$ cat src/temp_fault_defines.svh
// Command codes, field positions, reset values and timing for the temperature fault block
`ifndef TEMP_FAULT_DEFINES_SVH
`define TEMP_FAULT_DEFINES_SVH

// Command codes
`define CMD_CLEAR_FAULTS      8'h03
`define CMD_EXT_OT_RESPONSE   8'h50
`define CMD_EXT_UT_RESPONSE   8'h54
`define CMD_INT_OT_RESPONSE   8'hd6
`define CMD_STATUS_SUMMARY    8'h78
`define CMD_STATUS_WORD       8'h79
`define CMD_STATUS_TEMP       8'h7d
`define CMD_STATUS_COMM       8'h7e
`define CMD_STATUS_VENDOR     8'h80

// Reset values
`define EXT_RESPONSE_RESET    8'hb8
`define INT_RESPONSE_RESET    8'hc0

// Response and retry encodings
`define RESP_CONTINUE         2'h0
`define RESP_UNSUPPORTED      2'h1
`define RESP_SHUTDOWN         2'h2
`define RESP_HOLD_WHILE       2'h3
`define RETRY_NONE            3'h0
`define RETRY_FOREVER         3'h7

// Status bit positions
`define SUMMARY_COMM_BIT      1
`define SUMMARY_TEMP_BIT      2
`define WORD_VENDOR_BIT       12
`define TEMP_OT_BIT           7
`define TEMP_UT_BIT           4
`define COMM_INVALID_BIT      6
`define VENDOR_OT_BIT         6

// Timing
`define CLK_KHZ               20000
`define ADC_CYCLE_MS          120
`define ADC_CYCLE_CYCLES      (`ADC_CYCLE_MS * `CLK_KHZ)

`endif

$ cat src/temp_fault_pkg.sv
// Types for the temperature fault response block
`default_nettype none
package temp_fault_pkg;

	typedef struct packed {
		logic [1:0] resp;
		logic [2:0] retry;
		logic [2:0] delay;
	} response_t;

	typedef struct packed {
		logic       valid;
		logic       write;
		logic       page;
		logic [7:0] code;
		logic [7:0] data;
	} command_t;

	typedef struct packed {
		logic ext_ot;
		logic ext_ut;
		logic int_ot;
	} fault_mask_t;

endpackage : temp_fault_pkg
`default_nettype wire

$ cat src/temp_fault_response.sv
// Temperature fault response registers, flags, alert and output shutdown control
// Notes on behaviour
// - Internal overtemp sets vendor summary in status word
// - Internal overtemp sets vendor-status overtemp flag
// - Every temperature fault alerts unless masked
// - Response registers move as one data byte
// - Internal response codes 00, 01 raise comm fault
// - Code 10: disable at once, then retry field
// - Code 11: off while fault, resume after
// - Retry 000: stay off until cleared
// - Internal retry 001-111 raise comm fault
// - Internal delay field bits 2:0 ignored
// - Flags clear by clear command, restart, reset
// - External overtemp response at 0x50, default b8
// - External undertemp response at 0x54, default b8
// - External overtemp sets temperature summary and flag
// - External faults sampled once per ADC cycle
// - Internal response shared, default c0
// - External code 00 keeps output running
// - External retry 111 restarts on each interval
`include "temp_fault_defines.svh"
`default_nettype none
module temp_fault_response #(
	parameter int ADC_CYCLE = `ADC_CYCLE_CYCLES
) (
	input  wire logic                        clk,
	input  wire logic                        reset,
	input  wire temp_fault_pkg::command_t    cmd,
	input  wire logic                        int_ot_fault,
	input  wire logic [1:0]                  ext_ot_fault,
	input  wire logic [1:0]                  ext_ut_fault,
	input  wire logic [1:0]                  channel_run_pin,
	input  wire logic [1:0]                  retry_interval_tick,
	input  wire temp_fault_pkg::fault_mask_t alert_mask,
	output logic [1:0]                       chan_enable_r,
	output logic                             alert_n_r,
	output logic                             rsp_valid_r,
	output logic [15:0]                      rsp_data_r,
	output logic                             comm_fault_r
);

	localparam int CNT_W = $clog2(ADC_CYCLE + 1);
	localparam logic [CNT_W-1:0] ADC_LAST = CNT_W'(ADC_CYCLE - 1);

	// Accept check for an external response byte
	function automatic logic ext_resp_ok(input logic [7:0] value);
		temp_fault_pkg::response_t r;
		r = value;
		// Codes 01 and 11 are refused
		ext_resp_ok = r.resp == `RESP_CONTINUE || r.resp == `RESP_SHUTDOWN;
	endfunction : ext_resp_ok

	// Accept check for the internal response byte; delay bits ignored
	function automatic logic int_resp_ok(input logic [7:0] value);
		temp_fault_pkg::response_t r;
		r = value;
		int_resp_ok = (r.resp == `RESP_SHUTDOWN || r.resp == `RESP_HOLD_WHILE)
			&& r.retry == `RETRY_NONE;
	endfunction : int_resp_ok

	temp_fault_pkg::response_t ot_resp_r [2];
	temp_fault_pkg::response_t ut_resp_r [2];
	temp_fault_pkg::response_t int_resp_r;

	logic [CNT_W-1:0] adc_cnt_r;
	logic [1:0]       ot_smp_r;
	logic [1:0]       ut_smp_r;
	logic [1:0]       ot_flag_r;
	logic [1:0]       ut_flag_r;
	logic             int_flag_r;
	logic [1:0]       latch_int_r;
	logic [1:0]       latch_ot_r;
	logic [1:0]       latch_ut_r;
	logic [1:0]       run_prev_r;

	// Command decode
	wire wr          = cmd.valid && cmd.write;
	wire rd          = cmd.valid && !cmd.write;
	wire wr_ot       = wr && cmd.code == `CMD_EXT_OT_RESPONSE;
	wire wr_ut       = wr && cmd.code == `CMD_EXT_UT_RESPONSE;
	wire wr_int      = wr && cmd.code == `CMD_INT_OT_RESPONSE;
	wire clear_cmd   = wr && cmd.code == `CMD_CLEAR_FAULTS;
	wire ext_good    = ext_resp_ok(cmd.data);
	wire int_good    = int_resp_ok(cmd.data);
	wire bad_write   = ((wr_ot || wr_ut) && !ext_good) || (wr_int && !int_good);
	wire adc_tick    = adc_cnt_r == ADC_LAST;
	// A rising run request restarts the channel
	wire [1:0] restart = channel_run_pin & ~run_prev_r;
	wire [1:0] clr_ch  = restart | {2{clear_cmd}};
	wire clr_int     = clear_cmd || (|restart);

	// Fault responses per channel
	// Internal fault acts on both channels
	wire int_trip    = int_ot_fault && int_resp_r.resp == `RESP_SHUTDOWN;
	wire int_hold    = int_ot_fault && int_resp_r.resp == `RESP_HOLD_WHILE;
	wire [1:0] ot_trip;
	wire [1:0] ut_trip;
	wire [1:0] ot_retry;
	wire [1:0] ut_retry;
	wire [1:0] enable_nxt;
	wire [1:0] ot_flag_nxt;
	wire [1:0] ut_flag_nxt;
	wire [1:0] latch_int_nxt;
	wire [1:0] latch_ot_nxt;
	wire [1:0] latch_ut_nxt;

	genvar c;
	generate
		for (c = 0; c < 2; c++)
		begin : g_ch
			// Code 00 never trips, so the output keeps running
			assign ot_trip[c] = ot_smp_r[c] && ot_resp_r[c].resp == `RESP_SHUTDOWN;
			assign ut_trip[c] = ut_smp_r[c] && ut_resp_r[c].resp == `RESP_SHUTDOWN;
			assign ot_retry[c] = retry_interval_tick[c]
				&& ot_resp_r[c].retry == `RETRY_FOREVER;
			assign ut_retry[c] = retry_interval_tick[c]
				&& ut_resp_r[c].retry == `RETRY_FOREVER;
			// Trip wins over clear or retry in the same cycle
			assign latch_int_nxt[c] = int_trip || (latch_int_r[c] && !clr_ch[c]);
			assign latch_ot_nxt[c]  = ot_trip[c]
				|| (latch_ot_r[c] && !clr_ch[c] && !ot_retry[c]);
			assign latch_ut_nxt[c]  = ut_trip[c]
				|| (latch_ut_r[c] && !clr_ch[c] && !ut_retry[c]);
			assign enable_nxt[c] = channel_run_pin[c] && !int_hold && !latch_int_nxt[c]
				&& !latch_ot_nxt[c] && !latch_ut_nxt[c];
			assign ot_flag_nxt[c] = ot_smp_r[c] || (ot_flag_r[c] && !clr_ch[c]);
			assign ut_flag_nxt[c] = ut_smp_r[c] || (ut_flag_r[c] && !clr_ch[c]);
		end
	endgenerate

	wire int_flag_nxt  = int_ot_fault || (int_flag_r && !clr_int);
	wire comm_nxt      = bad_write || (comm_fault_r && !clear_cmd);
	// Comm fault alerts too and cannot be masked
	wire alert_any     = (|ot_flag_nxt && !alert_mask.ext_ot)
		|| (|ut_flag_nxt && !alert_mask.ext_ut)
		|| (int_flag_nxt && !alert_mask.int_ot) || comm_nxt;

	// Places one status flag at its bit of a 16-bit view
	function automatic logic [15:0] flag_at(input logic value, input int pos);
		flag_at = 16'(value) << pos;
	endfunction : flag_at

	// Status views of the addressed page
	wire             pg        = cmd.page;
	wire             temp_any  = ot_flag_r[pg] || ut_flag_r[pg];
	wire             ot_pg     = ot_flag_r[pg];
	wire             ut_pg     = ut_flag_r[pg];
	wire [15:0]      sum_temp  = flag_at(temp_any, `SUMMARY_TEMP_BIT);
	wire [15:0]      sum_comm  = flag_at(comm_fault_r, `SUMMARY_COMM_BIT);
	wire [15:0]      summary_v = sum_temp | sum_comm;
	wire [15:0]      word_v    = summary_v | flag_at(int_flag_r, `WORD_VENDOR_BIT);
	wire [15:0]      temp_ot_v = flag_at(ot_pg, `TEMP_OT_BIT);
	wire [15:0]      temp_ut_v = flag_at(ut_pg, `TEMP_UT_BIT);
	wire [15:0]      temp_v    = temp_ot_v | temp_ut_v;
	wire [15:0]      comm_v    = flag_at(comm_fault_r, `COMM_INVALID_BIT);
	wire [15:0]      vendor_v  = flag_at(int_flag_r, `VENDOR_OT_BIT);

	logic [15:0] rd_mux;
	always_comb
	begin
		case (cmd.code)
			`CMD_EXT_OT_RESPONSE: rd_mux = {8'h00, ot_resp_r[pg]};
			`CMD_EXT_UT_RESPONSE: rd_mux = {8'h00, ut_resp_r[pg]};
			`CMD_INT_OT_RESPONSE: rd_mux = {8'h00, int_resp_r};
			`CMD_STATUS_SUMMARY:  rd_mux = {8'h00, summary_v[7:0]};
			`CMD_STATUS_WORD:     rd_mux = word_v;
			`CMD_STATUS_TEMP:     rd_mux = temp_v;
			`CMD_STATUS_COMM:     rd_mux = comm_v;
			`CMD_STATUS_VENDOR:   rd_mux = vendor_v;
			default:              rd_mux = 16'h0000;
		endcase
	end

	// Read data holds until the next read
	wire [15:0] rd_data_nxt = rd ? rd_mux : rsp_data_r;

	// External response registers; rejected writes are not stored
	always_ff @(posedge clk)
	begin
		if (reset)
		begin
			ot_resp_r[0] <= `EXT_RESPONSE_RESET;
			ot_resp_r[1] <= `EXT_RESPONSE_RESET;
			ut_resp_r[0] <= `EXT_RESPONSE_RESET;
			ut_resp_r[1] <= `EXT_RESPONSE_RESET;
		end
		else
		begin
			if (wr_ot && ext_good)
				ot_resp_r[pg] <= cmd.data;
			if (wr_ut && ext_good)
				ut_resp_r[pg] <= cmd.data;
		end
	end

	// Shared internal response; only supported codes are kept
	always_ff @(posedge clk)
	begin
		if (reset)
			int_resp_r <= `INT_RESPONSE_RESET;
		else if (wr_int && int_good)
			int_resp_r <= cmd.data;
	end

	// ADC measurement cycle sampling of external sensors
	always_ff @(posedge clk)
	begin
		if (reset)
		begin
			adc_cnt_r <= '0;
			ot_smp_r  <= 2'h0;
			ut_smp_r  <= 2'h0;
		end
		else
		begin
			adc_cnt_r <= adc_tick ? '0 : adc_cnt_r + 1'b1;
			if (adc_tick)
			begin
				ot_smp_r <= ext_ot_fault;
				ut_smp_r <= ext_ut_fault;
			end
		end
	end

	// Sticky fault flags
	always_ff @(posedge clk)
	begin
		if (reset)
		begin
			ot_flag_r  <= 2'h0;
			ut_flag_r  <= 2'h0;
			int_flag_r <= 1'b0;
		end
		else
		begin
			ot_flag_r  <= ot_flag_nxt;
			ut_flag_r  <= ut_flag_nxt;
			int_flag_r <= int_flag_nxt;
		end
	end

	// Shutdown latches per channel and cause
	always_ff @(posedge clk)
	begin
		if (reset)
		begin
			latch_int_r <= 2'h0;
			latch_ot_r  <= 2'h0;
			latch_ut_r  <= 2'h0;
		end
		else
		begin
			latch_int_r <= latch_int_nxt;
			latch_ot_r  <= latch_ot_nxt;
			latch_ut_r  <= latch_ut_nxt;
		end
	end

	// Run request history and output enables
	always_ff @(posedge clk)
	begin
		if (reset)
		begin
			run_prev_r    <= 2'h0;
			chan_enable_r <= 2'h0;
		end
		else
		begin
			run_prev_r    <= channel_run_pin;
			chan_enable_r <= enable_nxt;
		end
	end

	// Communication fault and alert line
	always_ff @(posedge clk)
	begin
		if (reset)
		begin
			comm_fault_r <= 1'b0;
			alert_n_r    <= 1'b1;
		end
		else
		begin
			comm_fault_r <= comm_nxt;
			alert_n_r    <= !alert_any;
		end
	end

	// Read answer, one cycle after the command
	always_ff @(posedge clk)
	begin
		if (reset)
		begin
			rsp_valid_r <= 1'b0;
			rsp_data_r  <= 16'h0000;
		end
		else
		begin
			rsp_valid_r <= rd;
			rsp_data_r  <= rd_data_nxt;
		end
	end

endmodule : temp_fault_response
`default_nettype wire

$ cat config.mk
export PLATFORM = sky130hd
export DESIGN_NAME = temp_fault_response
export DESIGN_NICKNAME = d
export VERILOG_FILES = /design/src/temp_fault_pkg.sv /design/src/temp_fault_response.sv
export VERILOG_INCLUDE_DIRS = /design/src /design/src/src
export SDC_FILE = /design/constraint.sdc
export NUM_CORES = 1
export LEC_CHECK = 0
export ABC_AREA = 1
export ABC_CLOCK_PERIOD_IN_PS = 2200
export BUFFER_PORTS_ARGS = -buffer_cell sky130_fd_sc_hd__buf_2
export CORE_MARGIN = 4
export CORE_UTILIZATION = 35
export DETAILED_ROUTE_END_ITERATION = 8
export SYNTH_ARGS = -nofsm -noshare
export SYNTH_HDL_FRONTEND = slang
export SYNTH_SLANG_ARGS = --single-unit
export TNS_END_PERCENT = 5
$ cat constraint.sdc
create_clock -name clk -period 2.2 [get_ports clk]
set_clock_uncertainty 0.05 [all_clocks]
set_input_delay 0.66 -clock clk [delete_from_list [all_inputs] [get_ports clk]]
set_output_delay 0.66 -clock clk [all_outputs]
set_load 0.005 [all_outputs]
# Word-level counts from Yosys, hierarchy flattened
# Memories as Yosys holds them, arrays and structs flattened.
# Cells that the tools add are included.
[word_totals]
regBits = 68
latch_bits = 0
ram_bits = 32
romBits = 0
in_bits = 33
out_inout_bits = 21
wordCells = 169
memories = 2
[classes]
n_addsub = 1
multipliers = 0
n_div = 0
order_cmp = 1
n_eq_ne = 22
shift = 0
muxes = 19
bitwise = 6
n_reduce_logical = 100
[mem_list]
columns = ["memory", "depth", "width", "rd", "rd_clocked_by_memory_dff", "write_ports", "line_no", "rtl"]
rows = [
  ["ot_resp_r", 2, 8, 3, 0, 2, "temp_fault_response.sv:61", "temp_fault_pkg::response_t ot_resp_r [2];"],
  ["ut_resp_r", 2, 8, 3, 0, 2, "temp_fault_response.sv:62", "temp_fault_pkg::response_t ut_resp_r [2];"],
]
[op_table]
columns = ["op", "count"]
rows = [
  ["$pmux W13 S8", 1],
  ["$logic_and A1 B1 Y1", 49],
  ["$eq A8 B7 Y1 const B", 6],
  ["$add A22 B1 Y22 const B", 1],
  ["$eq A22 B22 Y1 const B", 1],
  ["$logic_not A1 Y1", 22],
  ["$logic_or A1 B1 Y1", 21],
  ["$eq A2 B2 Y1 const B", 8],
  ["$eq A8 B8 Y1 const B", 2],
  ["$mux W1", 16],
  ["$mux W8", 2],
  ["$reduce_or A8 Y1", 2],
  ["$or A3 B13 Y13", 1],
  ["$eq A3 B3 Y1 const B", 4],
  ["$eq A8 B2 Y1 const B", 1],
  ["$or A8 B5 Y8", 1],
  ["$reduce_or A2 Y1", 4],
  ["$logic_not A3 Y1", 1],
  ["$or A3 B2 Y3", 1],
  ["$and A2 B2 Y2", 1],
  ["$logic_not A2 Y1", 1],
  ["$lt A1 B2 Y1 const B", 1],
  ["$not A2 Y2", 1],
  ["$or A2 B2 Y2", 1],
]

# Depth between registers and ports, before layout
# Gate-level depths: netlist (run 1).
[logic_depth]
ltp_word = 12
depth_mapped = 10
depth_no_buf = 10

# Worst setup path before layout (run 1)
# OpenSTA, ideal clock, no wires.
[synth_timing]
path_kind = "input -> register"
start = "in cmd[8] (netlist name)"
end = "mem ot_resp_r[0][0] (netlist name) (enable)"
setup_time_ns = 0.329
arrival_ns = 1.690
setup_slack_ns = 0.131
cell_stages = 9
n_path_buf = 0
path_cell_list = "inv_1 nand2_1 inv_1 nand4_1 nor2_1 nand2_1 nor2_1 inv_1 nand2_1"
[synth_lines]
columns = ["element", "line_no", "rtl"]
rows = [
  ["from (decl)", "temp_fault_response.sv:28", "input wire temp_fault_pkg::command_t cmd,"],
  ["to (decl)", "temp_fault_response.sv:61", ""],
]

==> results of run 1 <==
-- flip-flops by register name, indices dropped and copies added (netlist names), 2 cells and up --
signal and flops:
ot_resp_r 16, ot_smp_r 2, latch_ot_r 2, latch_int_r 2, ut_smp_r 2, ut_resp_r 16
ut_flag_r 2, run_prev_r 2, rsp_data_r 9, latch_ut_r 2, int_resp_r 8, adc_cnt_r 22
chan_enable_r 2, ot_flag_r 2
-- how the worst max path moves through the flow --
stage,startpoint,to
final,cmd[8],ot_resp_r[0][0]
after floorplan,cmd[8],ot_resp_r[0][0]
after CTS,cmd[8],ot_resp_r[0][0]
after global placement,cmd[8],ot_resp_r[0][5]
after global routing,cmd[14],ot_resp_r[0][2]
after detailed placement,cmd[8],ot_resp_r[0][0]
-- worst min-delay path, cell delays in order, from the launching register on --
cell and delay [ns]:
sky130_fd_sc_hd__dfxtp_1 0.30, sky130_fd_sc_hd__inv_1 0.05, sky130_fd_sc_hd__nor3_1 0.04
-- final cells by class --
cell class                      instances  area [sq um]  area share
Sequential cell                        93          2180       0.422
Multi-Input combinational cell        356          1770       0.342
Timing Repair Buffer                   76           455      0.0881
Clock inverter                          5          56.3      0.0109
Inverter                               72           270      0.0523
Clock buffer                           11           254      0.0491
Tap cell                              147           184      0.0356
-- logic make-up (layout without fill, tap and decap cells) --
group | count (synthesis) | count (layout) | share of synthesized area
other | 1 | 11 | 0.000876
XOR/XNOR | 6 | 6 | 0.0123
AO/OA/AOI/OAI | 65 | 65 | 0.0874
adder cells (fa/ha/maj) | 1 | 1 | 0.00292
AND/OR/NAND/NOR | 263 | 263 | 0.278
multiplexers | 10 | 10 | 0.0234
flip-flops | 93 | 93 | 0.510
buffers and inverters | 88 | 164 | 0.0854
-- metrics by stage --
step | TNS [ns] | cells | util | total power, W | setup slack, ns
after floorplan | 0 | 537 | - | 0.00202 | 0.131
after global placement | -0.150 | 744 | 0.405 | 0.00213 | -0.0188
after detailed placement | -0.923 | 744 | 0.405 | 0.00214 | -0.0744
after CTS | 0 | 760 | 0.431 | 0.00372 | 0.271
after global routing | 0 | 760 | 0.431 | 0.00383 | 0.0116
final | 0 | 760 | 0.431 | 0.00369 | 0.241
-- placed cells by master, fill, tap and decap left out, drive strengths merged --
master    instances
a21oi            28
ha                1
clkinv            2
and3              1
conb             11
or3               1
clkinvlp          1
nand4            13
nand2           112
nand3b            1
xnor2             2
o21a              2
o211ai            3
o22ai             2
bufinv            1
xor2              4
or2               7
clkbuf           11
o21ai            20
o31ai             2
inv              73
nor4              3
mux2i            10
nand3            29
nor3             13
o2111ai           2
nor2             83
edfxtp           32
a211oi            5
a31oi             1
dfxtp            61
buf              76
-- routing by layer --
metal / vias to the layer above / track usage
met4: 0 / 0.0608
li1: 1866 / -
met2: 98 / 0.242
met3: 19 / 0.0344
met1: 1650 / 0.198
met5: - / 0
-- power breakdown --
part	switching, W	leakage (nW)	internal, W	total, W
sequential	0.0000297	0.809	0.00183	0.00186
clock	0.000638	0.151	0.000950	0.00159
combinational	0.000150	1.25	0.0000916	0.000242
==> impl_results.md, run 1 <==
* Status: complete, no violations
* Net count reported at finish at 642
* Number of antenna repair diodes at 0
* Post-Syn Area per Cell at 8.12 sq um
* Share of synthesized area occupied by flip-flops and latches at 0.510
* Area of the die at 0.0141 sq mm
* FF-to-FF End: adc_cnt_r[11]
* Crit share post-route at 0.891
* Proportion of register bits with asynchronous set or reset after synthesis at 0
* Highest metal layer with signal wires: met4
* Initial antenna violation count at 0
* HPWL after detailed placement at 8.13 mm
* Depth of the critical timing path with buffers and inverters included at 10
* Endpoint required time on the critical path at 2.16 ns
* Clock H-tree levels at 3
* TritonCTS clock tree: done
* Vias/cell at 4.78
* CP max FO at 8
* Final worst path period need at 1.96 ns
* Slack of the worst reg-to-reg path at 0.36 ns
* Worst-case hold slack at 0.390 ns
* Number of buffers inserted during clock tree synthesis at 9
* Routed Wire Length at 10.4 mm
* Post-cts gate resize count at 0
* Data arrival time of the critical path at 1.92 ns
* Buffers inserted by post-CTS timing repair at 0
* Distinct cells, synth at 40
* Filler Cell Count at 1187
* Global-route wire length before repair at 17.2 mm
* Remaining Overflow, GRT at 0
* Number of endpoints failing setup at the final stage at 0
* Total track usage at 0.152
* Total buffers and inverters traversed by the critical path at 4
* Maximum vdd ir drop at 330 uV
* Routed length on met3 at 577 um
* End point of the most critical hold path: int_resp_r[5]
* Most area-consuming cells after synthesis: sky130_fd_sc_hd__dfxtp_1 (29%), sky130_fd_sc_hd__edfxtp_1 (22%), sky130_fd_sc_hd__nand2_1 (9.6%)
* Final count of pins violating max slew at 0
* Cells along the critical path: buf_2, inv_1, nand2_1, inv_1, nand4_1, nor2_1, nand2_1, nor2_1, inv_1, nand2_1
* Met1 wire length at 4.81 mm
* Most frequently used cell type in the post-synthesis netlist: sky130_fd_sc_hd__nand2_1
* Vias in the first global route at 3525
* RD Place Congestion at 0.885
* Gate count of the mapped netlist at 527
* Vertical extent of the die at 119 um
* Number of instances on the worst hold path at 2
* Beginning of the worst register-to-register path: adc_cnt_r[0]
* Number of top-level pins at 54
* Delay-heaviest family, CP: simple AND/OR/NAND/NOR gates
* Post-synthesis sequential element count at 93
* Largest net degree at the start of global routing at 23
* Post-detailed-route count of antenna-violating nets at 0
* Worst R2R Path Depth at 9
* Floorplan row count at 40
* Clk root buf: sky130_fd_sc_hd__clkbuf_16
* Endpoint type of the worst setup path: flop
* Die extent in x at 119 um
* Setup repair after global routing missed its margin: no
* Clock latency of the later-clocked register in the worst-skew pair at 0.34 ns
* Metal2 WL at 4.79 mm
* Register clock-pin slew on the reported worst setup and hold paths at 0.06 ns
* Largest stage delay on the critical path at 0.26 ns
* Design Area, Final at 0.00517 sq mm
* Pre-Repair DR Iteration Count at 5
* Post-synth top area share at 0.285
* Final-report hold violation count at 0
* Routed via count at 3633
* Number of DRC violations after detailed-routing iteration 0 at 247
* Number of enable flip-flop cells after synthesis at 32
* Hold-fix buffer count after cts at 0
* Post-detailed-placement cell area at 0.00486 sq mm
* Critical hold path startpoint: int_resp_r[5]
* I/O Buffers at 46
* Reported max-cap violation count at 0
* Critical path class: primary input to flop
* Post-Syn Area at 0.00428 sq mm
* Maximum operating frequency at 0.510 GHz
* Share of post-route cells with drive strength above 1 at 0.188
* TritonCTS sink count at 93
* Most used standard cells in the synthesized netlist: sky130_fd_sc_hd__nand2_1 (110), sky130_fd_sc_hd__nor2_1 (77), sky130_fd_sc_hd__inv_1 (69)
* Master of the slowest instance on the critical path: sky130_fd_sc_hd__nand2_1
* Effective utilization at floorplan at 0.356
* Total of warnings raised by yosys at 0
* Library cell with the largest summed area after synthesis: sky130_fd_sc_hd__dfxtp_1
* Crit path launch type: primary input
* DRC Markers at 0
* Hold Crit Class: flop to flop
* Main flop type after synthesis: sky130_fd_sc_hd__dfxtp_1
* Area growth syn-to-layout at 20.8%
* Leakage power at 2.21 nW
* Core area at 0.0120 sq mm
* Power per unit of standard cell area at 713 mW/mm^2
* Maximum count of clock buffers along a single path at 2
* Average detailed-routed wire length per instance at 13.7 um
(Power assumes the default switching activity.)
==> run 2: changes to the inputs <==
- CTS_BUF_LIST: not set -> sky130_fd_sc_hd__clkbuf_16
==> run 2 against run 1 <==
Net effect: final area unchanged; non-clock buffer count did not move; hold slack is the same; sequential power is essentially flat; wire length shrank 0.18%; first-iteration DRC count unchanged; cell count unchanged.
==> impl_results.md, run 2 (synthesized netlist as in run 1, its figures left out) <==
* Status: complete, no violations
* Power per unit of standard cell area at 712 mW/mm^2
* Final-report hold violation count at 0
* Critical path startpoint: cmd[8]
* Buffers inserted by post-CTS timing repair at 0
* Clock latency of the later-clocked register in the worst-skew pair at 0.34 ns
* TritonCTS clock tree: done
* Pre-CTS WS at -0.0744 ns
* Worst setup endpoint: ot_resp_r[0][0]
* Post-cts gate resize count at 0
* Core area at 0.0120 sq mm
* Slack of the worst reg-to-reg path at 0.35 ns
* Reported max-cap violation count at 0
* Vias in the first global route at 3525
* Maximum vdd ir drop at 330 uV
* RD Place Congestion at 0.885
* Worst Slack Setup Final at 0.233 ns
* Register clock-pin slew on the reported worst setup and hold paths at 0.06 ns
* Average detailed-routed wire length per instance at 13.7 um
* Share of post-route cells with drive strength above 1 at 0.188
* Hold Crit Class: flop to flop
* Hold-fix buffer count after cts at 0
* Largest register FFs at 22
* Leakage power at 2.22 nW
* Register cell area after layout at 0.00218 sq mm
* Area growth syn-to-layout at 20.8%
* Pre-Repair DR Iteration Count at 5
* HPWL after detailed placement at 8.13 mm
* Data arrival time of the critical path at 1.92 ns
* Most frequent cells in the layout: sky130_fd_sc_hd__nand2_1 (110), sky130_fd_sc_hd__nor2_1 (77), sky130_fd_sc_hd__inv_1 (70), sky130_fd_sc_hd__dfxtp_1 (61), sky130_fd_sc_hd__buf_2 (46)
* Endpoint required time on the critical path at 2.16 ns
* Effective utilization at floorplan at 0.356
* Number of endpoints failing setup at the final stage at 0
* Post-detailed-placement cell area at 0.00486 sq mm
* TritonCTS sink count at 93
* Routed via count at 3639
* I/O Buffers at 46
* Crit path launch type: primary input
* Remaining Overflow, GRT at 0
* Filler Cell Count at 1187
* Final worst path period need at 1.97 ns
* Number of antenna repair diodes at 0
* Largest net degree at the start of global routing at 23
* Register name with the most flops: adc_cnt_r
* Routed Wire Length at 10.4 mm
* Critical hold path startpoint: int_resp_r[5]
* Maximum operating frequency at 0.508 GHz
* Endpoint type of the worst setup path: flop
* Floorplan row count at 40
* Clock H-tree levels at 3
* DRC Markers at 0
* Number of buffers inserted during clock tree synthesis at 9
* Biggest registers after layout: adc_cnt_r (22), ot_resp_r (16), ut_resp_r (16)
* Vertical extent of the die at 119 um
* Footprint of the multi-input gates at 0.00177 sq mm
* Area of the die at 0.0141 sq mm
* Setup repair after global routing missed its margin: no
* Final count of pins violating max slew at 0
* Most common cell after layout, fill and taps aside: sky130_fd_sc_hd__nand2_1
* CP max FO at 8
* Number of instances on the worst hold path at 2
* Net count reported at finish at 642
* Number of DRC violations after detailed-routing iteration 0 at 247
* Total track usage at 0.152
* Design Power at 0.00368 W
* Critical path class: primary input to flop
* Worst R2R Path Depth at 9
* Maximum count of clock buffers along a single path at 2
* Die extent in x at 119 um
* Beginning of the worst register-to-register path: adc_cnt_r[0]
* Design Area, Final at 0.00517 sq mm
* Vias/cell at 4.79
* FF-to-FF End: adc_cnt_r[19]
* Initial antenna violation count at 0
* Clk root buf: sky130_fd_sc_hd__clkbuf_16
* Global-route wire length before repair at 17.2 mm
* Post-detailed-route count of antenna-violating nets at 0
* Number of top-level pins at 54
* Crit share post-route at 0.894
run 2: routing by layer:
layer,up-vias,track usage,part of all wire,routed length [um]
li1,1867,-,-,-
met2,93,0.242,0.46,4780
met1,1660,0.198,0.47,4840
met3,19,0.0344,0.052,541
met4,0,0.0608,0.022,229
met5,-,0,0,0
run 2: metrics by stage:
step                hold WS [ns]  cells  setup TNS [ns]   util
finish                     0.390    760               0  0.431
global placement           0.377    744          -0.150  0.405
floorplan                  0.369    537               0      -
global route               0.427    760               0  0.431
detailed placement         0.380    744          -0.923  0.405
CTS                        0.390    760               0  0.431
run 2: area by class of cell:
cell class	instances	share of cell area
clock buffers	10	0.0484
clock inverters	6	0.0116
well taps	147	0.0356
flip-flops and latches	93	0.422
inverters	72	0.0523
multi-input cells	356	0.342
repair buffers	76	0.0881
run 2: power breakdown:
part,switching (W),internal (W)
Clock,0.000639,0.000945
Sequential,0.0000296,0.00183
Combinational,0.000150,0.0000917
Total,0.000819,0.00286
run 2: worst max-delay path, stage by stage:
cell                      delay (ns)
sky130_fd_sc_hd__buf_2          0.10
sky130_fd_sc_hd__inv_1          0.06
sky130_fd_sc_hd__nand2_1        0.07
sky130_fd_sc_hd__inv_1          0.07
sky130_fd_sc_hd__nand4_1        0.16
sky130_fd_sc_hd__nor2_1         0.20
sky130_fd_sc_hd__nand2_1        0.11
sky130_fd_sc_hd__nor2_1         0.16
sky130_fd_sc_hd__inv_1          0.07
sky130_fd_sc_hd__nand2_1        0.26
run 2: how the worst min path moves through the flow:
stage	endpoint	slack (ns)
finish	int_resp_r[5]	0.39
global route	int_resp_r[3]	0.43
CTS	int_resp_r[5]	0.39
detailed placement	int_resp_r[5]	0.38
global placement	int_resp_r[5]	0.38
floorplan	int_resp_r[3]	0.37
==> run 3: changes to the inputs <==
--- a/config.mk
+++ b/config.mk
@@ -14,4 +14,5 @@
 export CTS_BUF_LIST = sky130_fd_sc_hd__clkbuf_16
 export DETAILED_ROUTE_END_ITERATION = 8
+export MAX_ROUTING_LAYER = met4
 export SYNTH_ARGS = -nofsm -noshare
 export SYNTH_HDL_FRONTEND = slang
==> constraint.sdc (replaced) <==
create_clock -name clk -period 2.2 [get_ports clk]
set_clock_uncertainty 0.05 [all_clocks]
set_input_delay 0.22 -clock clk [delete_from_list [all_inputs] [get_ports clk]]
set_output_delay 0.22 -clock clk [all_outputs]
set_load 0.005 [all_outputs]
==> run 3 against run 2 <==
Net effect: sequential cell count stayed put; critical path type is now flop to flop; core utilization is 1.7 points lower; sequential power hardly changed; sequential share of layout area is 1.7 points higher; non-clock buffer count is 24 lower; power is 2.0% lower.
==> impl_results.md, run 3 (synthesized netlist as in run 1, its figures left out) <==
* Worst R2R Path Depth at 9
* Number of DRC violations after detailed-routing iteration 0 at 350
* Crit share post-route at 0.898
* Largest net degree at the start of global routing at 23
* Hold Crit Class: primary input to flop
* Maximum count of clock buffers along a single path at 2
* Status: complete, no violations
* Die extent in x at 119 um
* Critical path class: flop to flop
* Endpoint required time on the critical path at 2.39 ns
* Beginning of the worst register-to-register path: adc_cnt_r[0]
* Maximum operating frequency at 0.506 GHz
* TritonCTS clock tree: done
* Clk root buf: sky130_fd_sc_hd__clkbuf_16
* Number of antenna repair diodes at 0
* End point of the most critical hold path: run_prev_r[0]
* Share of post-route cells with drive strength above 1 at 0.154
* Critical path startpoint: adc_cnt_r[0]
* Number of instances on the worst hold path at 3
* Number of endpoints failing setup at the final stage at 0
* Slack of the worst reg-to-reg path at 0.23 ns
* Hold-fix buffer count after cts at 0
* Power per unit of standard cell area at 726 mW/mm^2
* Clock latency of the later-clocked register in the worst-skew pair at 0.34 ns
* Pre-Repair DR Iteration Count at 5
* Reported max-cap violation count at 0
* Most frequent cells in the layout: sky130_fd_sc_hd__nand2_1 (110), sky130_fd_sc_hd__nor2_1 (77), sky130_fd_sc_hd__inv_1 (70), sky130_fd_sc_hd__dfxtp_1 (61), sky130_fd_sc_hd__buf_2 (46)
* Area of the die at 0.0141 sq mm
* TNS Setup at 0 ns
* Average detailed-routed wire length per instance at 13.9 um
* Core area at 0.0120 sq mm
* Remaining Overflow, GRT at 0
* Most common cell after layout, fill and taps aside: sky130_fd_sc_hd__nand2_1
* Routed Wire Length at 10.2 mm
* Global-route wire length before repair at 16.5 mm
* Area growth syn-to-layout at 16.2%
* Register name with the most flops: adc_cnt_r
* Final count of pins violating max slew at 0
* Setup repair after global routing missed its margin: no
* I/O Buffers at 46
* Number of top-level pins at 54
* Routed via count at 3573
* TritonCTS sink count at 93
* Floorplan row count at 40
* Maximum vdd ir drop at 352 uV
* Filler Cell Count at 1187
* FF-to-FF End: adc_cnt_r[19]
* Final worst path period need at 1.97 ns
* Crit path launch type: flop
* Vias in the first global route at 3311
* Core occupancy in the finished layout at 0.414
* Total track usage at 0.151
* Net count reported at finish at 618
* Final-report hold violation count at 0
* Largest register FFs at 22
* Clock H-tree levels at 3
* Number of buffers inserted during clock tree synthesis at 9
* Buffers inserted by post-CTS timing repair at 0
* Effective utilization at floorplan at 0.356
* Vertical extent of the die at 119 um
* Endpoint type of the worst setup path: flop
* DRC Markers at 0
* Critical hold path startpoint: channel_run_pin[0]
* CP max FO at 22
* Vias/cell at 4.85
* Post-cts gate resize count at 0
* Register clock-pin slew on the reported worst setup and hold paths at 0.06 ns
* Leakage power at 2.09 nW
* Initial antenna violation count at 0
* Data arrival time of the critical path at 2.16 ns
* Post-detailed-route count of antenna-violating nets at 0
* Biggest registers after layout: adc_cnt_r (22), ot_resp_r (16), ut_resp_r (16)
* RD Place Congestion at 0.877
* HPWL after detailed placement at 7.88 mm
==> run 3: changes by cell type in the layout (fill, tap and decap cells not counted) <==
| cell | change |
|---|---|
| sky130_fd_sc_hd__clkbuf_16 | -1 |
| sky130_fd_sc_hd__buf_4 | -24 |
| sky130_fd_sc_hd__inv_4 | +1 |
==> run 3: layout make-up <==
class | count | area, sq um | area share
sequential | 93 | 2180 | 0.439
clock buffer | 9 | 225 | 0.0453
tap | 147 | 184 | 0.0370
timing repair buffer | 52 | 275 | 0.0554
clock inverter | 7 | 66.3 | 0.0133
inverter | 72 | 270 | 0.0544
multi-input combinational | 356 | 1770 | 0.356
==> run 3: through the flow <==
step	area (sq um)	total power, W	hold WS, ns	setup slack (ns)	instances
global placement	4680	0.00211	0.378	0.289	720
global route	4970	0.00375	0.104	0.0323	736
finish	4970	0.00361	0.0954	0.225	736
CTS	4970	0.00363	0.0833	0.229	736
detailed placement	4680	0.00211	0.380	0.237	720
floorplan	4320	0.00202	0.254	0.571	537
==> run 3: routing by layer <==
metal	GRT usage	vias to the layer above	share of wire
li1	-	1826	-
met1	0.201	1620	0.47
met2	0.228	109	0.46
met3	0.0297	18	0.048
met4	0.0601	0	0.024
met5	-	-	0
==> run 3: how the worst max path moves through the flow <==
stage / depth (start not counted) / endpoint / slack [ns]
after CTS: 9 / adc_cnt_r[11] / 0.23
after floorplan: 9 / ot_resp_r[0][0] / 0.57
after global placement: 10 / ut_resp_r[0][7] / 0.29
after global routing: 9 / adc_cnt_r[19] / 0.03
after detailed placement: 10 / ut_resp_r[0][0] / 0.24
final: 9 / adc_cnt_r[19] / 0.23
==> run 3: where the power goes <==
group	switching (W)	internal (W)	leakage [nW]	total (W)
logic	0.000148	0.0000750	1.14	0.000223
clock network	0.000654	0.000877	0.147	0.00153
registers	0.0000276	0.00183	0.809	0.00185
==> run 3: worst max-delay path, cell delays in order (launching register included) <==
cell and delay (ns):
sky130_fd_sc_hd__dfxtp_1 0.37, sky130_fd_sc_hd__ha_1 0.21, sky130_fd_sc_hd__nand3_2 0.13, sky130_fd_sc_hd__nor2_4 0.17, sky130_fd_sc_hd__nand2_4 0.09, sky130_fd_sc_hd__inv_2 0.07
sky130_fd_sc_hd__nand3_2 0.17, sky130_fd_sc_hd__nand2_2 0.41, sky130_fd_sc_hd__a21oi_1 0.08, sky130_fd_sc_hd__o21a_1 0.12
